**config.mk**
```make
export PLATFORM = sky130hd
export DESIGN_NAME = lp_odt_ctrl
export DESIGN_NICKNAME = d
export VERILOG_FILES = /design/src/common/lp_odt_pkg.sv /design/src/verilog/lp_odt_ctrl.sv /design/src/verilog/pin_sync3.sv
export SDC_FILE = /design/constraint.sdc
export NUM_CORES = 1
export LEC_CHECK = 0
export BUFFER_PORTS_ARGS = -buffer_cell sky130_fd_sc_hd__buf_2
export CAP_MARGIN = 0
export CORE_MARGIN = 2
export CORE_UTILIZATION = 41
export DETAILED_ROUTE_END_ITERATION = 16
export PLACE_DENSITY = 0.68
export RECOVER_POWER = 100
export SETUP_SLACK_MARGIN = 0.5
export SLEW_MARGIN = 20
export SYNTH_ARGS = -nofsm -noshare
export SYNTH_HDL_FRONTEND = slang
export SYNTH_SLANG_ARGS = --single-unit
```
**constraint.sdc**
```tcl
create_clock -name clk_i -period 3.07 [get_ports clk_i]
set_input_delay 0.1535 -clock clk_i [delete_from_list [all_inputs] [get_ports clk_i]]
set_output_delay 0.1535 -clock clk_i [all_outputs]
set_load 0.1 [all_outputs]
```
**src/common/lp_odt_pkg.sv**
```systemverilog
package lp_odt_pkg;

  // bus map, byte addresses of 32-bit words
  localparam logic [3:0] CTRL_ADDR   = 4'h0;
  localparam logic [3:0] STATUS_ADDR = 4'h4;
  localparam logic [3:0] REFCNT_ADDR = 4'h8;

  // control word fields
  localparam int CTRL_DLL_DIS   = 0;  // mode reg 1 bit a0
  localparam int CTRL_PD_FAST   = 1;  // mode reg 0 bit a12
  localparam int CTRL_RTT_LO    = 2;  // mode reg 1 a2,a6,a9 and mode reg 2 a9,a10
  localparam int CTRL_RTT_HI    = 6;
  localparam int CTRL_CWL_LO    = 8;
  localparam int CTRL_AL_LO     = 12;
  localparam logic [15:0] CTRL_RESET = 16'h0500;  // cwl 5, al 0

  // status word fields
  localparam int STAT_DLL_ON    = 4;
  localparam int STAT_DLL_LOCK  = 5;
  localparam int STAT_RTT_ON    = 6;
  localparam int STAT_PD_ACTIVE = 7;
  localparam int STAT_CMD_RX    = 8;
  localparam int STAT_PD_SET    = 9;

  // timing, counted on the sampled link clock unless noted
  localparam logic [9:0] DLL_LOCK_CK  = 10'd512;
  localparam logic [3:0] CPDED_CK     = 4'h1;
  localparam int         CLK_NS       = 100;
  localparam int         SR_REF_NS    = 7800;
  localparam logic [7:0] SR_REF_CYC   = 8'(SR_REF_NS / CLK_NS);
  localparam int         ODT_PIPE     = 32;

  typedef enum logic [3:0] {
    st_reset = 4'b0001,
    st_idle  = 4'b0010,
    st_pd    = 4'b0100,
    st_sr    = 4'b1000
  } lp_state_type;

endpackage : lp_odt_pkg

```
**src/verilog/lp_odt_ctrl.sv**
```systemverilog
// The placing of the registers and the Wishbone interface to the registers were chosen for this implementation.
`timescale 1ns/1ps
// What this block does
// - cs ras cas cke low, we high: self-refresh
// - dll off in self-refresh, reset on exit
// - self-refresh ignores all but cke, reset; clock gated
// - internal refresh soon after self-refresh entry
// - banks closed: precharge, else active power-down
// - power-down stops command receivers after tcpded
// - precharge power-down keeps dll only if a12
// - reset low in power-down enters reset state
// - mode bits enable termination; odt pin decides
// - odt latency is cwl plus al minus 2
module lp_odt_ctrl
  import lp_odt_pkg::*;
#(
  parameter logic [9:0] DLL_LOCK = lp_odt_pkg::DLL_LOCK_CK
) (
  input  wire logic        clk_i,
  input  wire logic        rst_i,
  // wishbone classic slave
  input  wire logic        cyc_i,
  input  wire logic        stb_i,
  input  wire logic        we_i,
  input  wire logic [3:0]  adr_i,
  input  wire logic [3:0]  sel_i,
  input  wire logic [31:0] dat_i,
  output logic      [31:0] dat_o,
  output logic             ack_o,
  // memory pins, link clock sampled like any pin
  input  wire logic        ck_i,
  input  wire logic        cke_i,
  input  wire logic        cs_n_i,
  input  wire logic        ras_n_i,
  input  wire logic        cas_n_i,
  input  wire logic        we_n_i,
  input  wire logic        odt_i,
  input  wire logic        reset_n_i,
  // rest of the device
  input  wire logic        banks_open_i,
  input  wire logic        busy_i,
  output logic             rtt_on_o,
  output logic             dll_on_o,
  output logic             dll_reset_o,
  output logic             refresh_o,
  output logic             int_clk_en_o,
  output logic             cmd_rx_en_o,
  output logic             self_refresh_o,
  output logic             power_down_o,
  output logic             in_reset_o
);
  import lp_odt_pkg::*;

  ////////////////////////////////////////////////////////////////////////////
  // pin sampling
  logic [7:0]      pins;
  logic            ck_s, cke_s, cs_n_s, ras_n_s, cas_n_s, we_n_s, odt_s;
  logic            reset_n_s;
  logic            ck_prev;
  logic            ck_rise;
  logic            cke_prev;
  logic            nop_des;
  logic            sre_cmd;

  pin_sync3 #(.WIDTH(8)) u_sync (
    .clk_i   (clk_i),
    .rst_i   (rst_i),
    .pin_i   ({ck_i, cke_i, cs_n_i, ras_n_i, cas_n_i, we_n_i, odt_i,
               reset_n_i}),
    .init_i  (8'h7d),  // idle pin levels: odt low, reset pin high
    .level_o (pins)
  );
  assign {ck_s, cke_s, cs_n_s, ras_n_s, cas_n_s, we_n_s, odt_s,
          reset_n_s} = pins;

  // rising ck is where the memory registers its inputs
  always_ff @(posedge clk_i) begin
    if (rst_i) begin
      ck_prev  <= 1'b0;
      cke_prev <= 1'b0;
    end else begin
      ck_prev <= ck_s;
      if (ck_rise) begin
        cke_prev <= cke_s;
      end
    end
  end
  assign ck_rise = ck_s & ~ck_prev;
  assign nop_des = cs_n_s | (ras_n_s & cas_n_s & we_n_s);
  assign sre_cmd = cke_prev & ~cke_s & ~cs_n_s & ~ras_n_s & ~cas_n_s
                   & we_n_s;

  ////////////////////////////////////////////////////////////////////////////
  // registers
  logic [15:0]     ctrl;
  logic [15:0]     ref_count;
  logic [31:0]     status;
  logic            dll_dis, pd_fast, term_en;
  logic [3:0]      cwl, al;

  assign dll_dis = ctrl[CTRL_DLL_DIS];
  assign pd_fast = ctrl[CTRL_PD_FAST];
  assign term_en = |ctrl[CTRL_RTT_HI:CTRL_RTT_LO];
  assign cwl     = ctrl[CTRL_CWL_LO +: 4];
  assign al      = ctrl[CTRL_AL_LO +: 4];

  // one wait state; byte lanes honoured on the control word
  always_ff @(posedge clk_i) begin
    if (rst_i) begin
      ack_o <= 1'b0;
      ctrl  <= CTRL_RESET;
    end else begin
      ack_o <= cyc_i & stb_i & ~ack_o;
      if (cyc_i && stb_i && !ack_o && we_i && adr_i == CTRL_ADDR) begin
        if (sel_i[0]) ctrl[7:0]  <= dat_i[7:0];
        if (sel_i[1]) ctrl[15:8] <= dat_i[15:8];
      end
    end
  end

  // read data from flops; unmapped words read zero
  always_ff @(posedge clk_i) begin
    if (rst_i) begin
      dat_o <= 32'h0;
    end else if (cyc_i && stb_i && !ack_o) begin
      unique case (adr_i)
        CTRL_ADDR:   dat_o <= {16'h0, ctrl};
        STATUS_ADDR: dat_o <= status;
        REFCNT_ADDR: dat_o <= {16'h0, ref_count};
        default:     dat_o <= 32'h0;
      endcase
    end
  end

  ////////////////////////////////////////////////////////////////////////////
  // power state
  lp_state_type    state;
  logic            pd_settled;
  logic            pd_active;
  logic            dll_on;
  logic [9:0]      lock_cnt;
  logic            dll_locked;
  logic [3:0]      cpded_cnt;
  logic [7:0]      ref_timer;

  // reset pin acts on every clk so it works with ck halted
  always_ff @(posedge clk_i) begin
    if (rst_i) begin
      state <= st_reset;
    end else if (!reset_n_s) begin
      state <= st_reset;
    end else begin
      unique case (state)
        st_reset: state <= st_idle;
        st_idle: begin
          if (ck_rise && sre_cmd) begin
            state <= st_sr;
          end else if (ck_rise && cke_prev && !cke_s && nop_des) begin
            state <= st_pd;
          end
        end
        st_pd: begin
          if (ck_rise && cke_s) begin
            state <= st_idle;
          end
        end
        st_sr: begin
          if (ck_rise && cke_s) begin  // only cke is looked at here
            state <= st_idle;
          end
        end
      endcase
    end
  end

  // power-down flavour is fixed once the pending work drains
  always_ff @(posedge clk_i) begin
    if (rst_i) begin
      pd_settled <= 1'b0;
      pd_active  <= 1'b0;
    end else if (state != st_pd) begin
      pd_settled <= 1'b0;
      pd_active  <= 1'b0;
    end else if (!pd_settled && !busy_i) begin
      pd_settled <= 1'b1;
      pd_active  <= banks_open_i;
    end
  end

  // command receivers drop tcpded ck edges after entry
  always_ff @(posedge clk_i) begin
    if (rst_i) begin
      cpded_cnt   <= CPDED_CK;
      cmd_rx_en_o <= 1'b1;
    end else if (state != st_pd) begin
      cpded_cnt   <= CPDED_CK;
      cmd_rx_en_o <= state != st_sr;
    end else begin
      if (ck_rise && cpded_cnt != 4'h0) begin
        cpded_cnt <= cpded_cnt - 4'h1;
      end
      cmd_rx_en_o <= cpded_cnt != 4'h0;
    end
  end

  // dll follows mode bits and power state; relock counts ck edges
  always_ff @(posedge clk_i) begin
    if (rst_i) begin
      dll_on      <= 1'b0;
      lock_cnt    <= DLL_LOCK;
      dll_reset_o <= 1'b0;
    end else begin
      dll_reset_o <= 1'b0;
      if (state == st_reset || state == st_sr || dll_dis) begin
        dll_on   <= 1'b0;
        lock_cnt <= DLL_LOCK;
        if (state == st_sr && ck_rise && cke_s && reset_n_s && !dll_dis) begin
          dll_reset_o <= 1'b1;
        end
      end else if (state == st_pd && pd_settled && !pd_active
                   && !pd_fast) begin
        dll_on   <= 1'b0;
        lock_cnt <= DLL_LOCK;
      end else begin
        dll_on <= 1'b1;
        if (ck_rise && lock_cnt != 10'h0) begin
          lock_cnt <= lock_cnt - 10'h1;
        end
      end
    end
  end
  assign dll_locked = dll_on && lock_cnt == 10'h0;

  // built-in refresh timer on clk, since ck may stand still
  always_ff @(posedge clk_i) begin
    if (rst_i) begin
      ref_timer <= 8'h0;
      refresh_o <= 1'b0;
      ref_count <= 16'h0;
    end else if (state != st_sr) begin
      ref_timer <= 8'h0;
      refresh_o <= 1'b0;
    end else begin
      refresh_o <= ref_timer == 8'h0;
      ref_timer <= (ref_timer == SR_REF_CYC - 8'h1) ? 8'h0
                                                    : ref_timer + 8'h1;
      if (ref_timer == 8'h0) begin
        ref_count <= ref_count + 16'h1;
      end
    end
  end

  ////////////////////////////////////////////////////////////////////////////
  // termination
  logic [ODT_PIPE-1:0] odt_pipe;
  logic [5:0]          odtl_sum;
  logic [4:0]          odtl;
  logic                sync_mode;
  logic                frozen;

  // posted odt: cwl + al - 2, floored at zero
  assign odtl_sum  = 6'(cwl) + 6'(al);
  assign odtl      = (odtl_sum < 6'd2) ? 5'h0 : 5'(odtl_sum - 6'd2);
  assign sync_mode = dll_locked;
  assign frozen    = state == st_pd && !dll_on && !dll_dis;

  always_ff @(posedge clk_i) begin
    if (rst_i) begin
      odt_pipe <= '0;
    end else if (ck_rise) begin
      odt_pipe <= {odt_pipe[ODT_PIPE-2:0], odt_s};
    end
  end

  // dll-off mode gives no termination; frozen dll passes odt unposted
  always_ff @(posedge clk_i) begin
    if (rst_i) begin
      rtt_on_o <= 1'b0;
    end else if (!term_en || !reset_n_s || state == st_sr
                 || state == st_reset) begin  // pin reset drops it at once
      rtt_on_o <= 1'b0;
    end else if (sync_mode) begin
      rtt_on_o <= odt_pipe[odtl];
    end else begin
      rtt_on_o <= frozen & odt_s;
    end
  end

  ////////////////////////////////////////////////////////////////////////////
  // state outputs
  assign int_clk_en_o   = state != st_sr;
  assign self_refresh_o = state == st_sr;
  assign power_down_o   = state == st_pd;
  assign in_reset_o     = state == st_reset;
  assign dll_on_o       = dll_on;
  assign status = {22'h0, pd_settled, cmd_rx_en_o, pd_active, rtt_on_o,
                   dll_locked, dll_on, state};
endmodule : lp_odt_ctrl

```
**src/verilog/pin_sync3.sv**
```systemverilog
`timescale 1ns/1ps
// three-stage sampler; a bit changes once stages two and three agree
module pin_sync3 #(
  parameter int WIDTH = 8
) (
  input  wire logic             clk_i,
  input  wire logic             rst_i,
  input  wire logic [WIDTH-1:0] pin_i,
  input  wire logic [WIDTH-1:0] init_i,
  output logic      [WIDTH-1:0] level_o
);
  logic [WIDTH-1:0] stage1;
  logic [WIDTH-1:0] stage2;
  logic [WIDTH-1:0] stage3;

  // stage1 feeds stage2 only, to keep metastability contained
  always_ff @(posedge clk_i) begin
    stage1 <= pin_i;
    stage2 <= stage1;
    stage3 <= stage2;
  end

  // init comes from a constant at the instance
  always_ff @(posedge clk_i) begin
    if (rst_i) begin
      level_o <= init_i;
    end else begin
      for (int i = 0; i < WIDTH; i++) begin
        if (stage2[i] == stage3[i]) begin
          level_o[i] <= stage3[i];
        end
      end
    end
  end
endmodule : pin_sync3
```
# Word level (Yosys, flattened, before mapping)
# Index checks and enable logic that the tools add are counted.
# Widths: inputs -> output; s select.
[classes]
n_mul = 0
n_eq_ne = 19
div = 0
order_cmp = 2
n_reduce_logical = 56
shift = 0
addsub = 6
mux = 12
bitwise = 21
[op_table]
columns = ["operator", "count"]
rows = [
  ["$pmux 16 s3", 1],
  ["$logic_and 1x1->1", 22],
  ["$add 16x1->16 const B", 1],
  ["$reduce_or 2->1", 7],
  ["$mux 4", 3],
  ["$pmux 4 s3", 1],
  ["$and 1x1->1", 11],
  ["$logic_not 1->1", 10],
  ["$logic_not 10->1", 1],
  ["$reduce_bool 10->1", 1],
  ["$sub 10x1->10 const B", 1],
  ["$not 1->1", 9],
  ["$add 8x1->8 const B", 1],
  ["$eq 1x1->1", 8],
  ["$eq 4x3->1 const B", 2],
  ["$eq 4x4->1 const B", 2],
  ["$eq 8x7->1 const B", 1],
  ["$logic_not 8->1", 1],
  ["$reduce_and 2->1", 4],
  ["$lt 5x6->1 const B", 1],
  ["$reduce_or 3->1", 2],
  ["$add 4x4->5", 1],
  ["$bmux 1 s5", 1],
  ["$logic_or 1x1->1", 5],
  ["15 further kinds", 19],
]
[word_totals]
input_bits = 55
word_cells = 146
reg_bits = 164
ramBits = 0
latch_bits = 0
out_inout_bits = 42
romBits = 0
memories = 0

# Logic depth before layout (Yosys ltp)
# Gate-level depths: netlist of run 1.
[logic_depth]
depth_word = 9
ltp_mapped = 13

# Modules after synthesis
# Synthesis of run 1 repeated with hierarchy kept, for this count alone.
[unflattened]
hier_cells = 705
area_unflattened_um2 = 6439.9
[by_module_without_submodules]
columns = ["mod", "cells_each", "area_per_inst_um2", "n_inst", "seq_area_each_um2"]
rows = [
  ["lp_odt_ctrl", 647, 5475.3, 1, 2322.2],
  ["pin_sync3", 58, 964.7, 1, 720.7],
]

# Worst setup path after synthesis of run 1
# Ideal clock, no wire load.
[synth_path]
path_kind = "register -> register"
from = "register state[2]"
to = "register rtt_on_o"
synth_period_minus_slack_ps = 5015
arrival_time_ps = 4941
slack_ps = -1945
n_path_buf = 0
stages_incl_launch_ff = 6
t_required_ps = 2996
cell_sequence = "dfxtp_1 nor4b_1 and3_1 a21oi_1 or3_1 a31oi_1"
[synth_between]
elab_chain_cells = 5
word_cells_on_any_way = 10
classes_between = "eq/ne: 3; mux: 1; bitwise: 1; reduce/logical: 5"
[synth_rtl]
columns = ["item", "line", "text"]
rows = [
  ["start, declared", "lp_odt_ctrl.sv:137", "lp_state_type state;"],
  ["start signal, assigned", "lp_odt_ctrl.sv:149", "state <= st_reset;"],
  ["start signal, assigned", "lp_odt_ctrl.sv:151", "state <= st_reset;"],
  ["start signal, assigned", "lp_odt_ctrl.sv:154", "st_reset: state <= st_idle;"],
  ["$eq 4x3->1", "--", ""],
  ["net power_down_o", "lp_odt_ctrl.sv:49", "output logic power_down_o,"],
  ["$logic_and 1x1->1 (2 in series)", "lp_odt_ctrl.sv:265", "assign frozen = state == st_pd && !dll_on && !dll_dis;"],
  ["$and 1x1->1", "lp_odt_ctrl.sv:285", "rtt_on_o <= frozen & odt_s;"],
  ["$mux 1", "lp_odt_ctrl.sv:282", "end else if (sync_mode) begin"],
  ["end signal, assigned", "lp_odt_ctrl.sv:283", "rtt_on_o <= odt_pipe[odtl];"],
  ["end signal, assigned", "lp_odt_ctrl.sv:285", ""],
  ["end, declared", "lp_odt_ctrl.sv:42", "output logic rtt_on_o,"],
]
# The timed path passes the listed nets, and every way through them passes these cells.
# A chain may end at the register's enable or synchronous reset.

# Worst setup path after layout of run 1
[layout_path]
from = "register state[3]"
to = "output port self_refresh_o"
[layout_between]
elab_chain_cells = 1
[layout_rtl]
columns = ["item", "line", "text"]
rows = [
  ["$eq 4x4->1", "lp_odt_ctrl.sv:292", "assign self_refresh_o = state == st_sr;"],
  ["end, declared", "lp_odt_ctrl.sv:48", "output logic self_refresh_o,"],
]
# No other way between the ends.

==> results of run 1 <==
## stage by stage
step / std cells / area, sq um / hold WS [ps] / worst slack (ps)
2_1_floorplan: 726 / 6250 / 181 / 444
3_3_place_gp: 936 / 6630 / 256 / 235
3_5_place_dp: 936 / 6630 / 257 / 206
4_1_cts: 996 / 7540 / 52.1 / 502
5_1_grt: 996 / 7510 / 99.9 / 238
6_report: 996 / 7510 / 67.4 / 302
## flip-flops by register name, summed over array words and instances, names as in the netlist, 4 cells and up
signal and count:
cpded_cnt 4, ctrl 16, dat_o 16, lock_cnt 10, odt_pipe 32, ref_count 16, ref_timer 8, state 4
u_sync.level_o 8, u_sync.stage1 8, u_sync.stage2 8, u_sync.stage3 8
## cell usage in the layout (no fill, tap or decap), types with 3 or more instances in the layout
master / instances
a31oi_1: 4
o21bai_1: 6
conb_1: 16
inv_1: 20
a21oi_1: 89
nand3_1: 14
nor3_1: 10
or3_1: 8
clkbuf_1: 27
nor4_1: 5
nor2_1: 96
nand2_1: 105
clkinvlp_4: 7
dfxtp_1: 146
nor4b_2: 3
clkbuf_16: 17
a211oi_1: 5
ha_1: 9
nand4_1: 9
nor2b_1: 3
nand2b_1: 7
mux2i_1: 16
dlygate4sd3_1: 24
xor2_1: 13
o21ai_0: 13
buf_2: 35
xnor2_1: 12
mux4_2: 4
buf_4: 12
inv_6: 3
a22oi_1: 18
and3_1: 4
## cells by family (layout without fill, tap and decap cells)
logic type	Yosys count	in the layout
muxes	23	23
buffers and inverters	66	152
DFF	148	148
adders and majority gates	12	12
other	1	16
xor gates and xnor gates	26	26
AOI/OAI and AO/OA	153	153
and+or+nand+nor	282	282
## critical path: stages (launching register included)
cell,delay (ps)
dfxtp_1,540
or4b_1,630
inv_6,150
clkbuf_1,870
## layer usage
layer,vias up,track usage (%)
met5,-,0
met4,0,7.50
met3,19,4.56
met2,105,26.0
met1,2364,22.4
li1,2592,-
## final cells by class
type,instances,area (sq um)
fill,1318,7080
multi-input combinational,512,3020
sequential,148,2970
timing repair buffer,99,627
clock buffer,17,425
tap,184,230
clock inverter,15,158
inverter,21,83.8
## power by group
part / leakage [nW] / internal, mW / total, mW / switching, mW
clock network: 0.264 / 1.20 / 2.03 / 0.832
registers: 1.21 / 1.96 / 1.99 / 0.0274
logic: 1.34 / 0.0854 / 0.304 / 0.219
total: 2.81 / 3.24 / 4.32 / 1.08
## how the worst min path moves through the flow
stage,slack (ps),startpoint,endpoint
after floorplan,180,reset_n_i,u_sync.stage1[0]$_DFF_P_
after global placement,260,cas_n_i,u_sync.stage1[3]$_DFF_P_
after detailed placement,260,ck_i,u_sync.stage1[7]$_DFF_P_
after CTS,50,dat_i[8],ctrl[8]$_SDFFE_PP1P_
after global routing,100,dat_i[10],ctrl[10]$_SDFFE_PP1P_
final,70,dat_i[8],ctrl[8]$_SDFFE_PP1P_
## what timing repair did
item                                   4_1_cts  5_1_grt
hold buffers                                24        0
gates cloned                                 0        0
setup endpoints to repair                    1        1
setup buffers                                4        0
endpoints found under the hold margin       24        0
pin swaps                                    5        4
resized for setup                           10        2
==> qor.txt, run 1 <==
Run status -> finished with violations
Failing checks -> max-capacitance violations, max-slew violations
DIE WIDTH -> 127 um
Number of CTS-inserted buffers -> 17
Mapped Area -> 0.00616 sq mm
Avg Cell Area, Syn -> 8.67 sq um
Synth Area in XOR/XNOR -> 3.70%
Setup Skew -> 7.02 ps
Pleak -> 2.81 nW
Share of cells above drive strength 1 -> 13.4%
Worst EP required -> 2920 ps
Prevailing post-synth register cell -> dfxtp_1
Endpoints failing hold -> 0
Via density -> 5.10
Main combinational cell family by area after synthesis -> simple AND/OR/NAND/NOR gates
H-tree depth -> 4
DP Wirelength -> 8.73 mm
Wire length on met1 -> 6.44 mm
Pwr Density -> 575 mW/mm^2
Reg2reg end -> rtt_on_o$_SDFF_PP0_
Gr usage total -> 16.9%
Unrepaired setup endpoints after global routing -> yes
Initial Utilization -> 42.2%
Residual DRC -> 0
Core Util, Final -> 51.5%
IO buf count -> 62
Routed met3 length -> 567 um
VDD IR-drop max -> 421 uV
WP data arrival -> 2610 ps
Slew HR -> -66.5%
CTS tree -> yes
Row cnt -> 44
Yosys warns -> 0
Remaining global-route overflow -> 0
Synthesized instance count -> 711
Nature of the critical path endpoint -> output port
Worst flop-to-flop path startpoint -> ctrl[8]$_SDFFE_PP1P_
Nets -> 866
Die Ht -> 127 um
Cell variety after synth -> 56
Routed wire length per instance -> 13.3 um
R2R cell count -> 12
Area growth syn-to-layout -> 21.8%
Tot Pwr -> 4.32 mW
Gpl congestion -> 0.775
Top cell type's share of synthesized area -> 48.1%
CTS max path bufs -> 2
Diode count -> 0
Simple-gate share of the synthesized area -> 21.3%
CTS Sinks -> 148
Register bit total from synthesis -> 148
Hold WC Path Type -> in2reg
Post-Synth Adder-Cell Area -> 2.56%
Final Slew Violations -> 58
Slew @ Worst Pin -> 2500 ps
Fraction of registers with async set/reset -> 0%
Period Utilization, post-route -> 90.2%
Most numerous cell in the Yosys netlist -> dfxtp_1
Crit path max fanout -> 8
Leading post-synthesis cells by cell area -> dfxtp_1 48%, a21oi_1 7.2%, nand2_1 6.4%, nor2_1 5.8%, mux2i_1 2.6%
CP startpoint -> state[3]$_SDFFE_PP0P_
Vias -> 5,080
Synth cell count leaders -> 148 x dfxtp_1, 105 x nand2_1, 96 x nor2_1, 89 x a21oi_1, 22 x clkbuf_1
Hold Path Depth -> 4
Mux share of post-synthesis cell area -> 4.61%
IO Pins -> 97
Sequential area share after synthesis -> 48.1%
Die ar. -> 0.0160 sq mm
Highest clock rate -> 361 MHz
First-pass GRT wire length -> 22.1 mm
Skew-Pair Late Insertion Delay -> 420 ps
Antenna-violating nets left -> 0
Root Buffer -> clkbuf_16
1st-iter DRT viols -> 365
Routed WL -> 13.2 mm
Top sig layer -> met4
Final TNS setup -> 0 ps
CP Class -> reg2out
First-pass detailed-route iteration total -> 5
Clk slew on worst S/H paths -> 60 ps
Largest net degree at the start of global routing -> 58
Post-synth EDFFs -> 0
Vias in the first global route -> 4,632
Launching element type of the critical path -> flip-flop
Max-Cap Viols -> 1
Crit path capture -> self_refresh_o
Final min period -> 2770 ps
Core ar. -> 0.0146 sq mm
Final Setup Violations -> 0
Worst R2R Setup Slack -> 460 ps
Post-synthesis compound-gate area fraction -> 14.6%
Yosys top cell by area -> dfxtp_1
Initial antenna violation count -> 0
Metal2 WL -> 5.93 mm
Power figures use the tool's default switching activity.
==> inputs of run 2 (changes only) <==
--- a/config.mk
+++ b/config.mk
@@ -9,6 +9,7 @@
 export CAP_MARGIN = 0
 export CORE_MARGIN = 2
 export CORE_UTILIZATION = 41
+export CTS_BUF_LIST = sky130_fd_sc_hd__clkbuf_8
 export DETAILED_ROUTE_END_ITERATION = 16
 export PLACE_DENSITY = 0.68
 export RECOVER_POWER = 100
==> run 2 against run 1 <==
  * The run still ends with max-capacitance violations, max-slew violations left
  * Clock power shrank 27%
  * Global-route usage shrank 0.26 points
  * Final area shrank 2.6%
  * Fmax grew 5.9%
  * Critical path type is now reg2reg
  * Largest power group is now registers
==> qor.txt, run 2 (synthesis results as in run 1) <==
Run status -> finished with violations
Failing checks -> max-capacitance violations, max-slew violations
Die ar. -> 0.0160 sq mm (unchanged)
Reg power frac -> 52.7% (+6.7 points)
Diode count -> 0 (unchanged)
Max-Cap Viols -> 1 (unchanged)
Most frequent cells in the layout -> 146 x dfxtp_1, 105 x nand2_1, 96 x nor2_1
Crit path max fanout -> 3 (-5)
Final min period -> 2620 ps (-153 ps)
Nature of the critical path endpoint -> flip-flop
Slowest cell on the critical path -> fa_1
First-pass GRT wire length -> 21.9 mm (-1.1%)
Initial antenna violation count -> 0 (unchanged)
Reg2reg end -> rtt_on_o$_SDFF_PP0_
Worst flop-to-flop path startpoint -> ctrl[12]$_SDFFE_PP0P_
Residual DRC -> 0 (unchanged)
Tot Pwr -> 3.76 mW (-13%)
Combinational fraction of design power -> 8.1% (+1.1 points)
CTS max path bufs -> 2 (unchanged)
CTS tree -> yes
Pwr Density -> 515 mW/mm^2 (-11%)
CTS Sinks -> 148 (unchanged)
Final TNS setup -> 0 ps (unchanged)
Switching share of power -> 26.6% (+1.6 points)
Gpl congestion -> 0.775 (unchanged)
1st-iter DRT viols -> 350 (-4.1%)
DIE WIDTH -> 127 um (unchanged)
Die Ht -> 127 um (unchanged)
VDD IR-drop max -> 312 uV (-26%)
Worst stage delay on the critical path -> 470 ps (-400 ps)
Nets -> 865 (-0.12%)
Int Power -> 2.76 mW (-15%)
Skew-Pair Late Insertion Delay -> 450 ps (+30 ps)
IO buf count -> 62 (unchanged)
Vias -> 5,070 (-0.20%)
Endpoints failing hold -> 0 (unchanged)
Hold Path Depth -> 4 (unchanged)
IO Pins -> 97 (unchanged)
Core ar. -> 0.0146 sq mm (unchanged)
Remaining global-route overflow -> 0 (unchanged)
Routed wire length per instance -> 13.1 um (-1.1%)
Routed WL -> 13.1 mm (-1.2%)
Most common cell after layout, fill and taps aside -> dfxtp_1
WP data arrival -> 2940 ps (+330 ps)
Clk slew on worst S/H paths -> 80 ps (+20 ps)
Highest clock rate -> 382 MHz (+5.9%)
Critical-path cell list -> ha_4, inv_1, fa_1, xor2_4, ha_4, mux2_4, a22oi_2, o21ai_1, a22oi_1, nor3_1, a31oi_1, a31oi_1
Largest register by flop count -> odt_pipe
Launching element type of the critical path -> flip-flop
First-pass detailed-route iteration total -> 5 (unchanged)
Slew HR -> -62.4% (+4.1 points)
Number of flip-flops in the largest register -> 32 (unchanged)
Hold Path End -> ctrl[8]$_SDFFE_PP1P_
Setup Skew -> 16.0 ps (+8.96 ps)
Unrepaired setup endpoints after global routing -> yes
Net Switching -> 1000 uW (-7.2%)
Gr usage total -> 16.7% (-0.26 points)
Cell family with most CP delay -> adder cells
Largest net degree at the start of global routing -> 58 (unchanged)
Share of cells above drive strength 1 -> 13.4% (+0.017 points)
Hold WC Path Type -> in2reg
Number of CTS-inserted buffers -> 17 (unchanged)
Worst EP required -> 3390 ps (+470 ps)
CP Class -> reg2reg
R2R cell count -> 12 (unchanged)
DP Wirelength -> 8.73 mm (unchanged)
Pleak -> 2.72 nW (-3.2%)
Slew @ Worst Pin -> 2440 ps (-61.8 ps)
Row cnt -> 44 (unchanged)
Clk pwr share -> 39.3% (-7.7 points)
Via density -> 5.10 (about the same)
Root Buffer -> clkbuf_8
Worst hold start -> dat_i[8]
Initial Utilization -> 42.2% (unchanged)
Area growth syn-to-layout -> 18.7%
H-tree depth -> 4 (unchanged)
Period Utilization, post-route -> 85.2% (-5.0 points)
Final Slew Violations -> 58 (unchanged)
Worst R2R Setup Slack -> 450 ps (about the same)
Antenna-violating nets left -> 0 (unchanged)
Vias in the first global route -> 4,606 (-0.56%)
CP Buf/Inv Count -> 1 (-1)
Final Setup Violations -> 0 (unchanged)
[run 2: cell types whose count changed in the layout (fill, tap and decap cells not counted), sizes merged]
cell,previous run,this run
buf,48,47
[run 2: worst min-delay path: stages]
cell and delay, ps:
buf_2 80, inv_1 30, nor2_1 100, a211o_1 100
[run 2: layout make-up]
class	count	area, sq um
Multi-Input combinational cell	512	3020
Sequential cell	148	2970
Clock buffer	17	234
Timing Repair Buffer	98	621
Tap cell	184	230
Clock inverter	15	158
Inverter	21	83.8
Fill cell	1346	7280
[run 2: how the worst max path moves through the flow]
stage | start | end | slack (ps) | cells past startpoint
after floorplan | ctrl[8]$_SDFFE_PP1P_ | rtt_on_o$_SDFF_PP0_ | 440 | 12
after global placement | ctrl[8]$_SDFFE_PP1P_ | rtt_on_o$_SDFF_PP0_ | 230 | 12
after detailed placement | ctrl[8]$_SDFFE_PP1P_ | rtt_on_o$_SDFF_PP0_ | 210 | 12
after CTS | ctrl[8]$_SDFFE_PP1P_ | rtt_on_o$_SDFF_PP0_ | 500 | 12
after global routing | state[3]$_SDFFE_PP0P_ | ref_count[13]$_SDFFE_PP0P_ | 310 | 7
final | ctrl[12]$_SDFFE_PP0P_ | rtt_on_o$_SDFF_PP0_ | 450 | 12
[run 2: metal layers]
metal	routed length [um]	up-vias	track usage, %
li1	-	2586	-
met1	6340	2362	21.9
met2	5930	104	26.5
met3	582	18	4.64
met4	199	0	5.82
met5	0	-	0
[run 2: metrics by stage]
stage                     hold WS, ps  area [sq um]  util [%]  std cells  setup slack, ps
after floorplan                   181          6250         -        726              444
after global placement            256          6630      45.4        936              235
after detailed placement          257          6630      45.4        936              206
after CTS                        23.2          7340      50.3        995              501
after global routing             61.5          7310      50.1        995              308
final                            53.4          7310      50.1        995              455
[run 2: what timing repair did]
action	in CTS	in global routing
hold endpoints to repair	24	0
buffers inserted	3	0
endpoints found under the setup margin	1	1
resized for setup	10	3
hold buffers	24	0
pin swaps	4	4
[run 2: power by group through the flow]
| stage | Combinational, mW | Sequential, mW | Clock (mW) |
|---|---|---|---|
| after floorplan | 0.223 | 2.03 | 0 |
| after global placement | 0.277 | 2.03 | 0 |
| after detailed placement | 0.279 | 2.03 | 0 |
| after CTS | 0.305 | 1.98 | 1.51 |
| final | 0.303 | 1.98 | 1.48 |
| after global routing | 0.329 | 1.99 | 1.61 |
==> inputs of run 3 (changes only) <==
--- a/config.mk
+++ b/config.mk
@@ -11,10 +11,10 @@
 export CORE_UTILIZATION = 41
 export CTS_BUF_LIST = sky130_fd_sc_hd__clkbuf_8
 export DETAILED_ROUTE_END_ITERATION = 16
-export PLACE_DENSITY = 0.68
 export RECOVER_POWER = 100
 export SETUP_SLACK_MARGIN = 0.5
 export SLEW_MARGIN = 20
 export SYNTH_ARGS = -nofsm -noshare
 export SYNTH_HDL_FRONTEND = slang
+export SYNTH_HIERARCHICAL = 1
 export SYNTH_SLANG_ARGS = --single-unit
==> run 3 against run 2 <==
  * The run still ends with max-capacitance violations, max-slew violations left
  * Largest power group unchanged
  * Largest cell class unchanged
  * Critical path type unchanged
  * Sequential power grew 2%
  * Clock skew shrank 5.1 ps
  * Register-to-register slack lost 300 ps
  * Utilization shrank 0.49 points
  * Sequential share of layout area shrank 0.37 points
==> qor.txt, run 3 <==
Run status -> finished with violations
Failing checks -> max-capacitance violations, max-slew violations
Endpoints failing hold -> 0 (unchanged)
Vias -> 5,178 (+2.1%)
Number of CTS-inserted buffers -> 17 (unchanged)
Post-synth EDFFs -> 8 (+8)
Residual DRC -> 0 (unchanged)
Die ar. -> 0.0167 sq mm (+4.4%)
Yosys warns -> 6 (+6)
Most frequent cells in the layout -> 138 x dfxtp_1, 95 x nand2_1, 91 x nor2_1
Int Power -> 2.93 mW (+5.9%)
Hold WC Path Type -> in2reg
Sequential area share after synthesis -> 47.3% (-0.83 points)
Die Ht -> 129 um (+2.2%)
CP Class -> reg2reg
First-pass GRT wire length -> 22.7 mm (+3.4%)
Launching element type of the critical path -> flip-flop
First-pass detailed-route iteration total -> 7 (+2)
Gpl congestion -> 0.808 (+4.3%)
R2R cell count -> 11 (-1)
Largest register by flop count -> odt_pipe
Prevailing post-synth register cell -> dfxtp_1
Net Switching -> 1.02 mW (+2.2%)
Placed cell count -> 963 (+2.9%)
Fraction of registers with async set/reset -> 0% (unchanged)
Yosys top cell by area -> dfxtp_1
H-tree depth -> 4 (unchanged)
Row cnt -> 45 (+2.3%)
Area growth syn-to-layout -> 17.6%
Mux share of post-synthesis cell area -> 6.08% (+1.5 points)
Cell variety after synth -> 71 (+27%)
Clk slew on worst S/H paths -> 80 ps (about the same)
Nature of the critical path endpoint -> flip-flop
DP Wirelength -> 9.72 mm (+11%)
Nets -> 868 (+0.35%)
Pwr Density -> 521 mW/mm^2 (+1.3%)
Slew @ Worst Pin -> 2090 ps (-349 ps)
Final cell count without fillers -> 1,025 (+3.0%)
IO Pins -> 97 (unchanged)
Highest clock rate -> 343 MHz (-10%)
Worst EP required -> 3400 ps (about the same)
Final min period -> 2920 ps (+302 ps)
Vias in the first global route -> 4,964 (+7.8%)
Simple-gate share of the synthesized area -> 21.0% (-0.30 points)
Top cell type's share of synthesized area -> 43.5% (-4.6 points)
Skew-Pair Late Insertion Delay -> 440 ps (about the same)
CTS Sinks -> 148 (unchanged)
Gr usage total -> 17.1% (+0.41 points)
Slew HR -> -39.1% (+23 points)
Post-Synth Adder-Cell Area -> 2.45% (-0.11 points)
WP data arrival -> 3240 ps (+300 ps)
Final Setup Violations -> 0 (unchanged)
Main combinational cell family by area after synthesis -> simple AND/OR/NAND/NOR gates
Core Util, Final -> 49.6% (-0.49 points)
Initial Utilization -> 42.2% (about the same)
VDD IR-drop max -> 357 uV (+14%)
Synth Area in XOR/XNOR -> 4.76% (+1.1 points)
Diode count -> 0 (unchanged)
Final TNS setup -> 0 ps (unchanged)
Routed WL -> 13.7 mm (+5.1%)
Tot Pwr -> 3.95 mW (+4.9%)
Antenna-violating nets left -> 0 (unchanged)
CTS tree -> yes
Max-Cap Viols -> 1 (unchanged)
Avg Cell Area, Syn -> 9.13 sq um (+5.4%)
Core ar. -> 0.0153 sq mm (+4.6%)
Most common cell after layout, fill and taps aside -> dfxtp_1
Initial antenna violation count -> 0 (unchanged)
Via density -> 5.05 (-0.86%)
Hold Path Depth -> 4 (unchanged)
Synth cell count leaders -> 140 x dfxtp_1, 95 x nand2_1, 91 x nor2_1, 65 x a21oi_1, 24 x xor2_1
Number of flip-flops in the largest register -> 32 (unchanged)
CTS max path bufs -> 2 (unchanged)
Reg power frac -> 51.2% (-1.5 points)
Combinational fraction of design power -> 9.7% (+1.6 points)
Synthesized instance count -> 705 (-0.84%)
Setup Skew -> 10.9 ps (-5.10 ps)
Crit path max fanout -> 4 (+1)
Share of cells above drive strength 1 -> 14.5% (+1.1 points)
Period Utilization, post-route -> 95.0% (+9.8 points)
IO buf count -> 62 (unchanged)
Remaining global-route overflow -> 0 (unchanged)
Largest net degree at the start of global routing -> 106 (+83%)
Switching share of power -> 25.9% (-0.69 points)
Fill cell count -> 1,446 (+7.4%)
1st-iter DRT viols -> 398 (+14%)
Mapped Area -> 0.00644 sq mm (+4.5%)
Register bit total from synthesis -> 148 (unchanged)
Clk pwr share -> 39.1% (-0.2 points)
Leading post-synthesis cells by cell area -> dfxtp_1 44%, nand2_1 5.5%, nor2_1 5.3%, a21oi_1 5.1%, edfxtp_1 3.7%
Routed wire length per instance -> 13.4 um (+2.0%)
Most numerous cell in the Yosys netlist -> dfxtp_1
Pleak -> 2.96 nW (+8.6%)
Unrepaired setup endpoints after global routing -> yes
Final Slew Violations -> 106 (+83%)
DIE WIDTH -> 129 um (+2.2%)
Post-synthesis compound-gate area fraction -> 12.6% (-2.0 points)
Final hold slack -> 45.6 ps (-7.79 ps)
Root Buffer -> clkbuf_8
==> run 3: area by class of cell <==
cell class                      instances  area (sq um)  share of cell area (%)
Clock buffer                           18           248                    3.27
Sequential cell                       148          3050                    40.2
Timing Repair Buffer                  101           627                    8.28
Tap cell                              211           264                    3.49
Multi-Input combinational cell        510          3140                    41.5
Clock inverter                         14           160                    2.12
Inverter                               23          86.3                    1.14
==> run 3: repair_timing <==
action	in CTS	in global routing
endpoints found under the hold margin	24	0
pin swaps	5	4
setup buffers	6	0
hold buffers	24	0
resized for setup	1	0
endpoints found under the setup margin	1	1
==> run 3: per-stage QoR <==
step	worst slack [ps]	cell area (sq um)
floorplan	164	6590
global placement	127	6960
detailed placement	58.1	6960
CTS	124	7650
global route	66.4	7570
finish	153	7570
==> run 3: power groups by stage <==
| stage | combinational (mW) | clock, mW | sequential (mW) |
|---|---|---|---|
| final | 0.382 | 1.54 | 2.02 |
| after global routing | 0.416 | 1.68 | 2.03 |
| after CTS | 0.390 | 1.59 | 2.02 |
| after detailed placement | 0.364 | 0 | 2.07 |
| after global placement | 0.355 | 0 | 2.07 |
| after floorplan | 0.300 | 0 | 2.07 |
==> run 3: cells by family after synthesis <==
logic type | Yosys count
other cells | 2
mux | 32
flops | 148
fa+ha+maj | 12
buf+inv | 69
simple gates | 280
compound gates | 127
xor+xnor | 35
==> run 3: critical path: stages (launching register included) <==
cell     delay (ps)
dfxtp_2         360
ha_4            140
inv_2            40
fa_2            380
xor2_2          200
ha_4            160
or3b_4          370
or4b_4          530
nand2_4          90
a31oi_1          50
o211a_1         210
o311a_1         280
==> run 3: layer usage <==
layer / wire, um / GRT usage [%] / vias to the layer above / share of wire, %
li1: - / - / 2605 / -
met5: 0 / 0 / - / 0
met4: 295 / 6.78 / 0 / 2.2
met2: 6650 / 28.1 / 102 / 49
met3: 535 / 4.83 / 17 / 3.9
met1: 6230 / 21.2 / 2454 / 45
==> run 3: final timing paths <==
check / start / end / slack, ps
setup / recovery: ctrl[12]$_SDFFE_PP0P_ / rtt_on_o$_SDFF_PP0_ / 150
hold / removal: dat_i[10] / ctrl[10]$_SDFFE_PP1P_ / 50
setup reg to reg: ctrl[12]$_SDFFE_PP0P_ / rtt_on_o$_SDFF_PP0_ / 150
hold reg to reg: u_sync/stage1[5]$_DFF_P_ / u_sync/stage2[5]$_DFF_P_ / 330
